$ cat src/logic/ctm_map.svh
// Register offsets, field positions, reset values and timing counts.
// How it works
// - 16-bit up-counter advances on selected clock
// - Comparator P: period value versus counter bits 15:8
// - Comparator A: compare value versus all counter bits
// - Software cannot load counter, only clear it
// - Overflow or the selected match (A if clear-on-A, else P) clears counter, raises interrupt
// - Counter read-only, compare pair and period read/write
// - Counter low and high bytes map bits
// - Compare low and high bytes hold bits
// - Pause bit holds count, resumes from it
// - Clock select field picks eight sources
// - Counter-on bit runs counter, zero stops it
// - Counter-on rise clears count, fall keeps it
// - Counter-on rise sets output to initial level in compare mode
// - Control 0 bits 2 to 0 read zero
// - Three modes: compare, timer/counter, PWM
// - Low write buffered, high write transfers both
// - High read buffers low, low read returns buffer
`ifndef CTM_MAP_SVH
`define CTM_MAP_SVH

`define CTM_OFF_CTRL0 8'h00
`define CTM_OFF_CTRL1 8'h04
`define CTM_OFF_CNT_LO 8'h08
`define CTM_OFF_CNT_HI 8'h0C
`define CTM_OFF_CMP_LO 8'h10
`define CTM_OFF_CMP_HI 8'h14
`define CTM_OFF_PERIOD 8'h18
`define CTM_OFF_INT_STAT 8'h1C
`define CTM_OFF_INT_MASK 8'h20

`define CTM_CTRL0_RST 8'h00
`define CTM_CTRL1_RST 8'h00
`define CTM_PERIOD_RST 8'h00
`define CTM_CMP_RST 16'h0000
`define CTM_CTRL0_WMASK 8'hF8

`define CTM_INT_P 0
`define CTM_INT_A 1
`define CTM_INT_OVF 2
`define CTM_INT_W 3

`define CTM_CK_SYS4 3'h0
`define CTM_CK_SYS 3'h1
`define CTM_CK_H16 3'h2
`define CTM_CK_H64 3'h3
`define CTM_CK_TBC 3'h4
`define CTM_CK_H8 3'h5
`define CTM_CK_PIN_RISE 3'h6
`define CTM_CK_PIN_FALL 3'h7

`define CTM_DIV_W 6
`define CTM_DIV4_MASK 6'h03
`define CTM_DIV8_MASK 6'h07
`define CTM_DIV16_MASK 6'h0F
`define CTM_DIV64_MASK 6'h3F

`endif

$ cat src/logic/ctm_pkg.sv
// Types shared by the compact timer core.
package ctm_pkg;

  typedef enum logic [1:0] {
    CTM_MODE_CMP = 2'h0,
    CTM_MODE_RSV = 2'h1,
    CTM_MODE_PWM = 2'h2,
    CTM_MODE_TMR = 2'h3
  } ctm_mode_t;

  typedef enum logic [1:0] {
    CTM_IO_HOLD = 2'h0,
    CTM_IO_LOW = 2'h1,
    CTM_IO_HIGH = 2'h2,
    CTM_IO_TOGGLE = 2'h3
  } ctm_io_t;

  typedef struct packed {
    logic pause;
    logic [2:0] clk_sel;
    logic on;
    logic [2:0] rsv;
  } ctm_ctrl0_t;

  typedef struct packed {
    ctm_mode_t mode;
    ctm_io_t io;
    logic init_level;
    logic polarity;
    logic pwm_active_low;
    logic clear_on_a;
  } ctm_ctrl1_t;

endpackage

$ cat src/logic/ctm_top.sv
// Compact 16-bit timer core with an APB register slave.
//
// Local design decisions: the placing of the registers and register access over APB.
`timescale 1ns/100ps
`include "ctm_map.svh"

module ctm_top (
  input wire logic pclk,
  input wire logic presetn,
  input wire logic psel,
  input wire logic penable,
  input wire logic pwrite,
  input wire logic [7:0] paddr,
  input wire logic [31:0] pwdata,
  output logic [31:0] prdata,
  output logic pready,
  output logic pslverr,
  input wire logic timebase_tick,
  input wire logic external_clock_pin,
  output logic timer_output_pin,
  output logic irq
);

  ctm_pkg::ctm_ctrl0_t ctrl0_reg;
  ctm_pkg::ctm_ctrl1_t ctrl1_reg;
  logic [15:0] cnt_reg;
  logic [15:0] cnt_next;
  logic [15:0] cmp_a_reg;
  logic [7:0] period_reg;
  logic [7:0] hold_buf_reg;
  logic [7:0] hold_buf_next;
  logic [`CTM_INT_W-1:0] stat_reg;
  logic [`CTM_INT_W-1:0] stat_next;
  logic [`CTM_INT_W-1:0] mask_reg;
  logic [`CTM_DIV_W-1:0] div_reg;
  logic [2:0] pin_sync_reg;
  logic out_state_reg;
  logic out_state_next;
  logic [31:0] prdata_reg;
  logic pready_reg;
  logic pslverr_reg;
  logic pin_reg;
  logic irq_reg;

  // Bus decode.
  wire access = psel && penable;
  wire xfer = access && pready_reg;
  wire wr = xfer && pwrite;
  // Reads act when the read data is captured, so that a buffered low byte
  // comes from the same count as the high byte returned with it.
  wire rd = access && !pready_reg && !pwrite;

  function automatic logic hit(input logic [7:0] a, input logic [7:0] off);
    hit = (a == off);
  endfunction

  wire sel_c0 = hit(paddr, `CTM_OFF_CTRL0);
  wire sel_c1 = hit(paddr, `CTM_OFF_CTRL1);
  wire sel_dl = hit(paddr, `CTM_OFF_CNT_LO);
  wire sel_dh = hit(paddr, `CTM_OFF_CNT_HI);
  wire sel_al = hit(paddr, `CTM_OFF_CMP_LO);
  wire sel_ah = hit(paddr, `CTM_OFF_CMP_HI);
  wire sel_rp = hit(paddr, `CTM_OFF_PERIOD);
  wire sel_st = hit(paddr, `CTM_OFF_INT_STAT);
  wire sel_mk = hit(paddr, `CTM_OFF_INT_MASK);
  wire sel_any = sel_c0 || sel_c1 || sel_dl || sel_dh || sel_al ||
                 sel_ah || sel_rp || sel_st || sel_mk;

  wire wr_c0 = wr && sel_c0;
  wire wr_c1 = wr && sel_c1;
  wire wr_al = wr && sel_al;
  wire wr_ah = wr && sel_ah;
  wire wr_rp = wr && sel_rp;
  wire wr_st = wr && sel_st;
  wire wr_mk = wr && sel_mk;
  wire rd_dh = rd && sel_dh;
  wire rd_ah = rd && sel_ah;

  // Counter-on going from 0 to 1 is the only software action on the count.
  wire on_rise = wr_c0 && pwdata[3] && !ctrl0_reg.on;

  // Read data; low byte reads return the holding buffer.
  wire [7:0] rd_byte =
    sel_c0 ? {ctrl0_reg[7:3], 3'h0} :
    sel_c1 ? ctrl1_reg :
    sel_dl ? hold_buf_reg :
    sel_dh ? cnt_reg[15:8] :
    sel_al ? hold_buf_reg :
    sel_ah ? cmp_a_reg[15:8] :
    sel_rp ? period_reg :
    sel_st ? {5'h00, stat_reg} :
    sel_mk ? {5'h00, mask_reg} : 8'h00;

  always_ff @(posedge pclk or negedge presetn) begin
    if (!presetn) begin
      pready_reg <= 1'b0;
      pslverr_reg <= 1'b0;
      prdata_reg <= 32'h0000_0000;
    end else begin
      pready_reg <= access && !pready_reg;
      pslverr_reg <= access && !pready_reg && !sel_any;
      if (access && !pready_reg) begin
        prdata_reg <= {24'h00_0000, rd_byte};
      end
    end
  end

  // One shared buffer serves both low byte procedures.
  assign hold_buf_next =
    wr_al ? pwdata[7:0] :
    rd_dh ? cnt_reg[7:0] :
    rd_ah ? cmp_a_reg[7:0] : hold_buf_reg;

  always_ff @(posedge pclk or negedge presetn) begin
    if (!presetn) begin
      ctrl0_reg <= `CTM_CTRL0_RST;
      ctrl1_reg <= `CTM_CTRL1_RST;
      period_reg <= `CTM_PERIOD_RST;
      cmp_a_reg <= `CTM_CMP_RST;
      hold_buf_reg <= 8'h00;
      mask_reg <= 3'h0;
    end else begin
      hold_buf_reg <= hold_buf_next;
      if (wr_c0) begin
        ctrl0_reg <= pwdata[7:0] & `CTM_CTRL0_WMASK;
      end
      if (wr_c1) begin
        ctrl1_reg <= pwdata[7:0];
      end
      if (wr_rp) begin
        period_reg <= pwdata[7:0];
      end
      if (wr_ah) begin
        cmp_a_reg <= {pwdata[7:0], hold_buf_reg};
      end
      if (wr_mk) begin
        mask_reg <= pwdata[`CTM_INT_W-1:0];
      end
    end
  end

  // Prescaler; the high clock is taken to equal pclk.
  always_ff @(posedge pclk or negedge presetn) begin
    if (!presetn) begin
      div_reg <= 6'h00;
    end else begin
      div_reg <= div_reg + 6'h01;
    end
  end

  // The first synchroniser stage feeds only the second.
  always_ff @(posedge pclk or negedge presetn) begin
    if (!presetn) begin
      pin_sync_reg <= 3'h0;
    end else begin
      pin_sync_reg <= {pin_sync_reg[1:0], external_clock_pin};
    end
  end

  wire pin_rise = pin_sync_reg[1] && !pin_sync_reg[2];
  wire pin_fall = !pin_sync_reg[1] && pin_sync_reg[2];

  wire div4 = (div_reg & `CTM_DIV4_MASK) == `CTM_DIV4_MASK;
  wire div8 = (div_reg & `CTM_DIV8_MASK) == `CTM_DIV8_MASK;
  wire div16 = (div_reg & `CTM_DIV16_MASK) == `CTM_DIV16_MASK;
  wire div64 = div_reg == `CTM_DIV64_MASK;

  logic tick;
  always_comb begin
    unique case (ctrl0_reg.clk_sel)
      `CTM_CK_SYS4: tick = div4;
      `CTM_CK_SYS: tick = 1'b1;
      `CTM_CK_H16: tick = div16;
      `CTM_CK_H64: tick = div64;
      `CTM_CK_TBC: tick = timebase_tick;
      `CTM_CK_H8: tick = div8;
      `CTM_CK_PIN_RISE: tick = pin_rise;
      `CTM_CK_PIN_FALL: tick = pin_fall;
    endcase
  end

  // Counting runs only while on and not paused.
  wire count_en = tick && ctrl0_reg.on && !ctrl0_reg.pause;

  wire match_a = cnt_reg == cmp_a_reg;
  wire match_p = cnt_reg[15:8] == period_reg;
  wire ovf = cnt_reg == 16'hFFFF;
  wire clr_match = ctrl1_reg.clear_on_a ? match_a : match_p;

  wire ev_p = count_en && match_p;
  wire ev_a = count_en && match_a;
  wire ev_ovf = count_en && ovf;

  assign cnt_next =
    on_rise ? 16'h0000 :
    !count_en ? cnt_reg :
    (ovf || clr_match) ? 16'h0000 :
    cnt_reg + 16'h0001;

  always_ff @(posedge pclk or negedge presetn) begin
    if (!presetn) begin
      cnt_reg <= 16'h0000;
    end else begin
      cnt_reg <= cnt_next;
    end
  end

  // Hardware set wins over a write-one-to-clear in the same cycle.
  wire [`CTM_INT_W-1:0] ev_vec = {ev_ovf, ev_a, ev_p};
  wire [`CTM_INT_W-1:0] w1c = wr_st ? pwdata[`CTM_INT_W-1:0] : 3'h0;
  assign stat_next = (stat_reg & ~w1c) | ev_vec;

  always_ff @(posedge pclk or negedge presetn) begin
    if (!presetn) begin
      stat_reg <= 3'h0;
      irq_reg <= 1'b0;
    end else begin
      stat_reg <= stat_next;
      irq_reg <= |(stat_reg & mask_reg);
    end
  end

  // Output stage per operating mode.
  wire pwm_lvl = (cnt_reg < cmp_a_reg) ^ ctrl1_reg.pwm_active_low;

  always_comb begin
    out_state_next = out_state_reg;
    unique case (ctrl1_reg.mode)
      ctm_pkg::CTM_MODE_CMP: begin
        if (on_rise) begin
          out_state_next = ctrl1_reg.init_level;
        end else if (ev_a) begin
          unique case (ctrl1_reg.io)
            ctm_pkg::CTM_IO_HOLD: out_state_next = out_state_reg;
            ctm_pkg::CTM_IO_LOW: out_state_next = 1'b0;
            ctm_pkg::CTM_IO_HIGH: out_state_next = 1'b1;
            ctm_pkg::CTM_IO_TOGGLE: out_state_next = !out_state_reg;
          endcase
        end
      end
      ctm_pkg::CTM_MODE_PWM: begin
        out_state_next = ctrl0_reg.on ? pwm_lvl : ctrl1_reg.init_level;
      end
      ctm_pkg::CTM_MODE_TMR: out_state_next = out_state_reg;
      ctm_pkg::CTM_MODE_RSV: out_state_next = out_state_reg;
    endcase
  end

  always_ff @(posedge pclk or negedge presetn) begin
    if (!presetn) begin
      out_state_reg <= 1'b0;
      pin_reg <= 1'b0;
    end else begin
      out_state_reg <= out_state_next;
      pin_reg <= out_state_reg ^ ctrl1_reg.polarity;
    end
  end

  assign prdata = prdata_reg;
  assign pready = pready_reg;
  assign pslverr = pslverr_reg;
  assign timer_output_pin = pin_reg;
  assign irq = irq_reg;
endmodule

$ cat config.mk
export PLATFORM = sky130hd
export DESIGN_NAME = ctm_top
export DESIGN_NICKNAME = d
export VERILOG_FILES = /design/src/logic/ctm_pkg.sv /design/src/logic/ctm_top.sv
export VERILOG_INCLUDE_DIRS = /design/src /design/src/logic
export SDC_FILE = /design/constraint.sdc
export NUM_CORES = 1
export LEC_CHECK = 0
export CAP_MARGIN = 40
export CORE_ASPECT_RATIO = 2
export CORE_MARGIN = 10
export CORE_UTILIZATION = 30
export DETAILED_ROUTE_END_ITERATION = 10
export DONT_BUFFER_PORTS = 1
export SLEW_MARGIN = 40
export SYNTH_ARGS = -nofsm -noshare
export SYNTH_HDL_FRONTEND = slang
export SYNTH_SLANG_ARGS = --single-unit
$ cat constraint.sdc
create_clock -name pclk -period 2.43 [get_ports pclk]
set_clock_uncertainty 0.15 [all_clocks]
set_input_delay 0.243 -clock pclk [delete_from_list [all_inputs] [get_ports pclk]]
set_output_delay 0.243 -clock pclk [all_outputs]
set_load 0.05 [all_outputs]
==> run metrics <==
H-tree depth 3; most frequent CP cell ha_1; antenna viol nets, final 0; fin nets 652; crit path max-delay cell type a2111oi_0; max incr delay on CP 510 ps; CP required 2520 ps; commonest non-fill, non-tap cell in the layout dfrtp_1; Non-Filler Cell Area, Final 6060 µm²; die extent in y 206 µm; most frequent cells in the layout dfrtp_1, nand2_1, buf_4; Leak 2.84 nW; critical path, cell by cell ha_1 > ha_1 > mux2i_1 > a311oi_2 > o21ai_2 > a2111oi_0 > xnor2_1 > nor2_1; area post-placement 5570 µm²; Clock power frac 47.4%; register area share after synthesis 43.0%; CTS clk-pin slew, worst paths 70 ps; vias in the first global route 4049; Distinct cells, synth 60; DRT Pass-1 Iters 5; Internal 2.57 mW; layout cells sized above 1 14.4%; clk root buf clkbuf_16; setup bufs post-CTS 0; io pins 83; Synth Warn # 0; Max-Cap Viols 0; non-filler cells, final 801; switching share of power 24.2%; 1st-iter DRT viols 244; Starting Density 30.3%; Via density 5.29; multiplexer share of the synthesized area 7.55%; combinational share of power 6.2%; Mean Syn Cell Area 9.50 µm²; RSZ-0062 raised after global routing yes; Port Buffers 0; post-synthesis compound-gate area fraction 17.5%; largest net degree at the start of global routing 90; drc violations 0; Post-Synthesis Cells 546; Most used DFF post-synth dfrtp_1; register share of total power 46.4%; adder-cell share of the synthesized area 4.58%; fmax 0.434 GHz; CP Capture Type flip-flop; DIE WIDTH 113 µm; Cell Area, Synth 5180 µm²; peak supply drop 448 µV; final wirelength 14500 µm; placed cells 773; Post-synth ARST share 100%; die area 23300 µm²; routed length per placed instance 18.0 µm; Worst-Skew Late Latency 350 ps; worst min path class in2async; post-detail-place hpwl 11100 µm; CTS max path bufs 2; Critical Path Source Type flip-flop; RD Place Congestion 0.888; CTS Hold Bufs 12; GRT Total Usage 12.2%; global-route wire length before repair 22700 µm; CP max FO 4; Core ar. 17100 µm²; total power 3.39 mW; slew at the pin with the worst max-slew slack 599 ps; routed vias 4236; WP buf/inv 0; Yosys reg bits 89; Simple-Gate Fraction of Synth Area 15.8%; class of the most critical setup path reg2reg; pre-CTS setup slack 4.42 ps; XOR/XNOR Fraction of Synth Area 4.56%; relative slew slack 59.5%; P_sw 0.822 mW; Final Cycle Share 94.9%; grt total ovfl 0; hold_ws -557 ps; Tmin final 2310 ps; violated checks hold timing; PwrDens 560 nW/µm²; Hold Violations, Final 89; status finished with violations; clock sink count 89; Worst Slack Setup Final 125 ps; Area growth syn-to-layout 16.8%; crit path DAT 2390 ps; diodes inserted 0; max-slew violations 0; EDFF count, synth 0; initial antenna violation count 0; TritonCTS clock tree built; largest family of logic cells by synthesized area compound AO/OA/AOI/OAI gates; Top delay family on crit path compound AO/OA/AOI/OAI gates; CTS buffer count 9; Core Rows 68; setup violators final 0
-- path summary, 6_finish.rpt --
check                                  endpoint            start  slack (ps)  cells after the start
worst max-delay path                 cnt_reg[9]       div_reg[1]         120                      8
worst min-delay path               cmp_a_reg[8]          presetn        -560                      0
worst max register to register       cnt_reg[9]       div_reg[1]         120                      8
worst min register to register  pin_sync_reg[1]  pin_sync_reg[0]         210                      0
max in group asynchronous                pready          presetn        2510                      0
min in group pclk                 cmp_a_reg[11]         paddr[2]          80                      4
-- cells by family after synthesis --
logic type | Yosys count
other cells | 1
xor+xnor | 27
fa+ha+maj | 19
compound gates | 143
simple gates | 161
buf+inv | 70
flops | 89
mux | 36
-- per-stage QoR --
stage	setup TNS (ps)	utilization [%]
after floorplan	0	-
after global placement	0	32.6
after detailed placement	0	32.6
after CTS	0	35.3
after global routing	-79.8	35.4
final	0	35.4
-- power by group through the flow --
| stage | Combinational, mW | Clock, mW | Sequential (mW) |
|---|---|---|---|
| finish | 0.212 | 1.61 | 1.57 |
| floorplan | 0.193 | 0 | 1.59 |
| detailed placement | 0.179 | 0 | 1.60 |
| global placement | 0.179 | 0 | 1.60 |
| CTS | 0.210 | 1.63 | 1.57 |
| global route | 0.227 | 1.68 | 1.58 |
-- Yosys cell counts, types with 3 or more instances --
master | n | area [µm²]
nor2b_1 | 7 | 43.8
o31a_1 | 4 | 35.0
a2111oi_0 | 4 | 35.0
buf_4 | 24 | 180
nand2_1 | 47 | 176
xor2_1 | 14 | 123
nand4_1 | 10 | 62.6
buf_2 | 3 | 15.0
nor3_1 | 10 | 50.1
nor4_1 | 4 | 25.0
inv_1 | 22 | 82.6
a22oi_1 | 8 | 60.1
or3_1 | 4 | 25.0
o221ai_1 | 4 | 35.0
clkbuf_1 | 17 | 63.8
mux2_2 | 16 | 180
o211ai_1 | 5 | 37.5
ha_1 | 19 | 238
a21oi_1 | 34 | 170
o21ai_0 | 12 | 60.1
and3_1 | 3 | 18.8
mux2i_1 | 11 | 110
and4_1 | 3 | 26.3
nand2b_1 | 6 | 37.5
xnor2_1 | 13 | 114
a211oi_1 | 14 | 105
mux2_1 | 9 | 101
o21ai_1 | 31 | 155
o22ai_1 | 5 | 31.3
nor4_2 | 3 | 37.5
nor2_1 | 38 | 143
dfrtp_1 | 89 | 2230
nand3_1 | 13 | 65.1
o21a_1 | 4 | 30.0
-- final cells by class --
class | count | area, µm²
multi-input combinational | 410 | 2710
clock buffer | 10 | 229
fill | 1749 | 11000
clock inverter | 6 | 114
sequential | 89 | 2230
timing repair buffer | 53 | 428
tap | 210 | 263
inverter | 23 | 86.3
-- metal layers --
metal / vias up / part of all wire, % / track usage [%]
li1: 2013 / - / -
met1: 2061 / 43 / 15.5
met2: 133 / 48 / 19.1
met3: 29 / 6.4 / 3.28
met4: 0 / 2.9 / 4.96
met5: - / 0 / 0
-- timing repair --
item / in CTS / in global routing
endpoints found under the hold margin: 134 / 89
pin swaps: 0 / 1
gates resized for setup: 1 / 6
endpoints found under the setup margin: 1 / 15
Power figures use the tool's default switching activity.
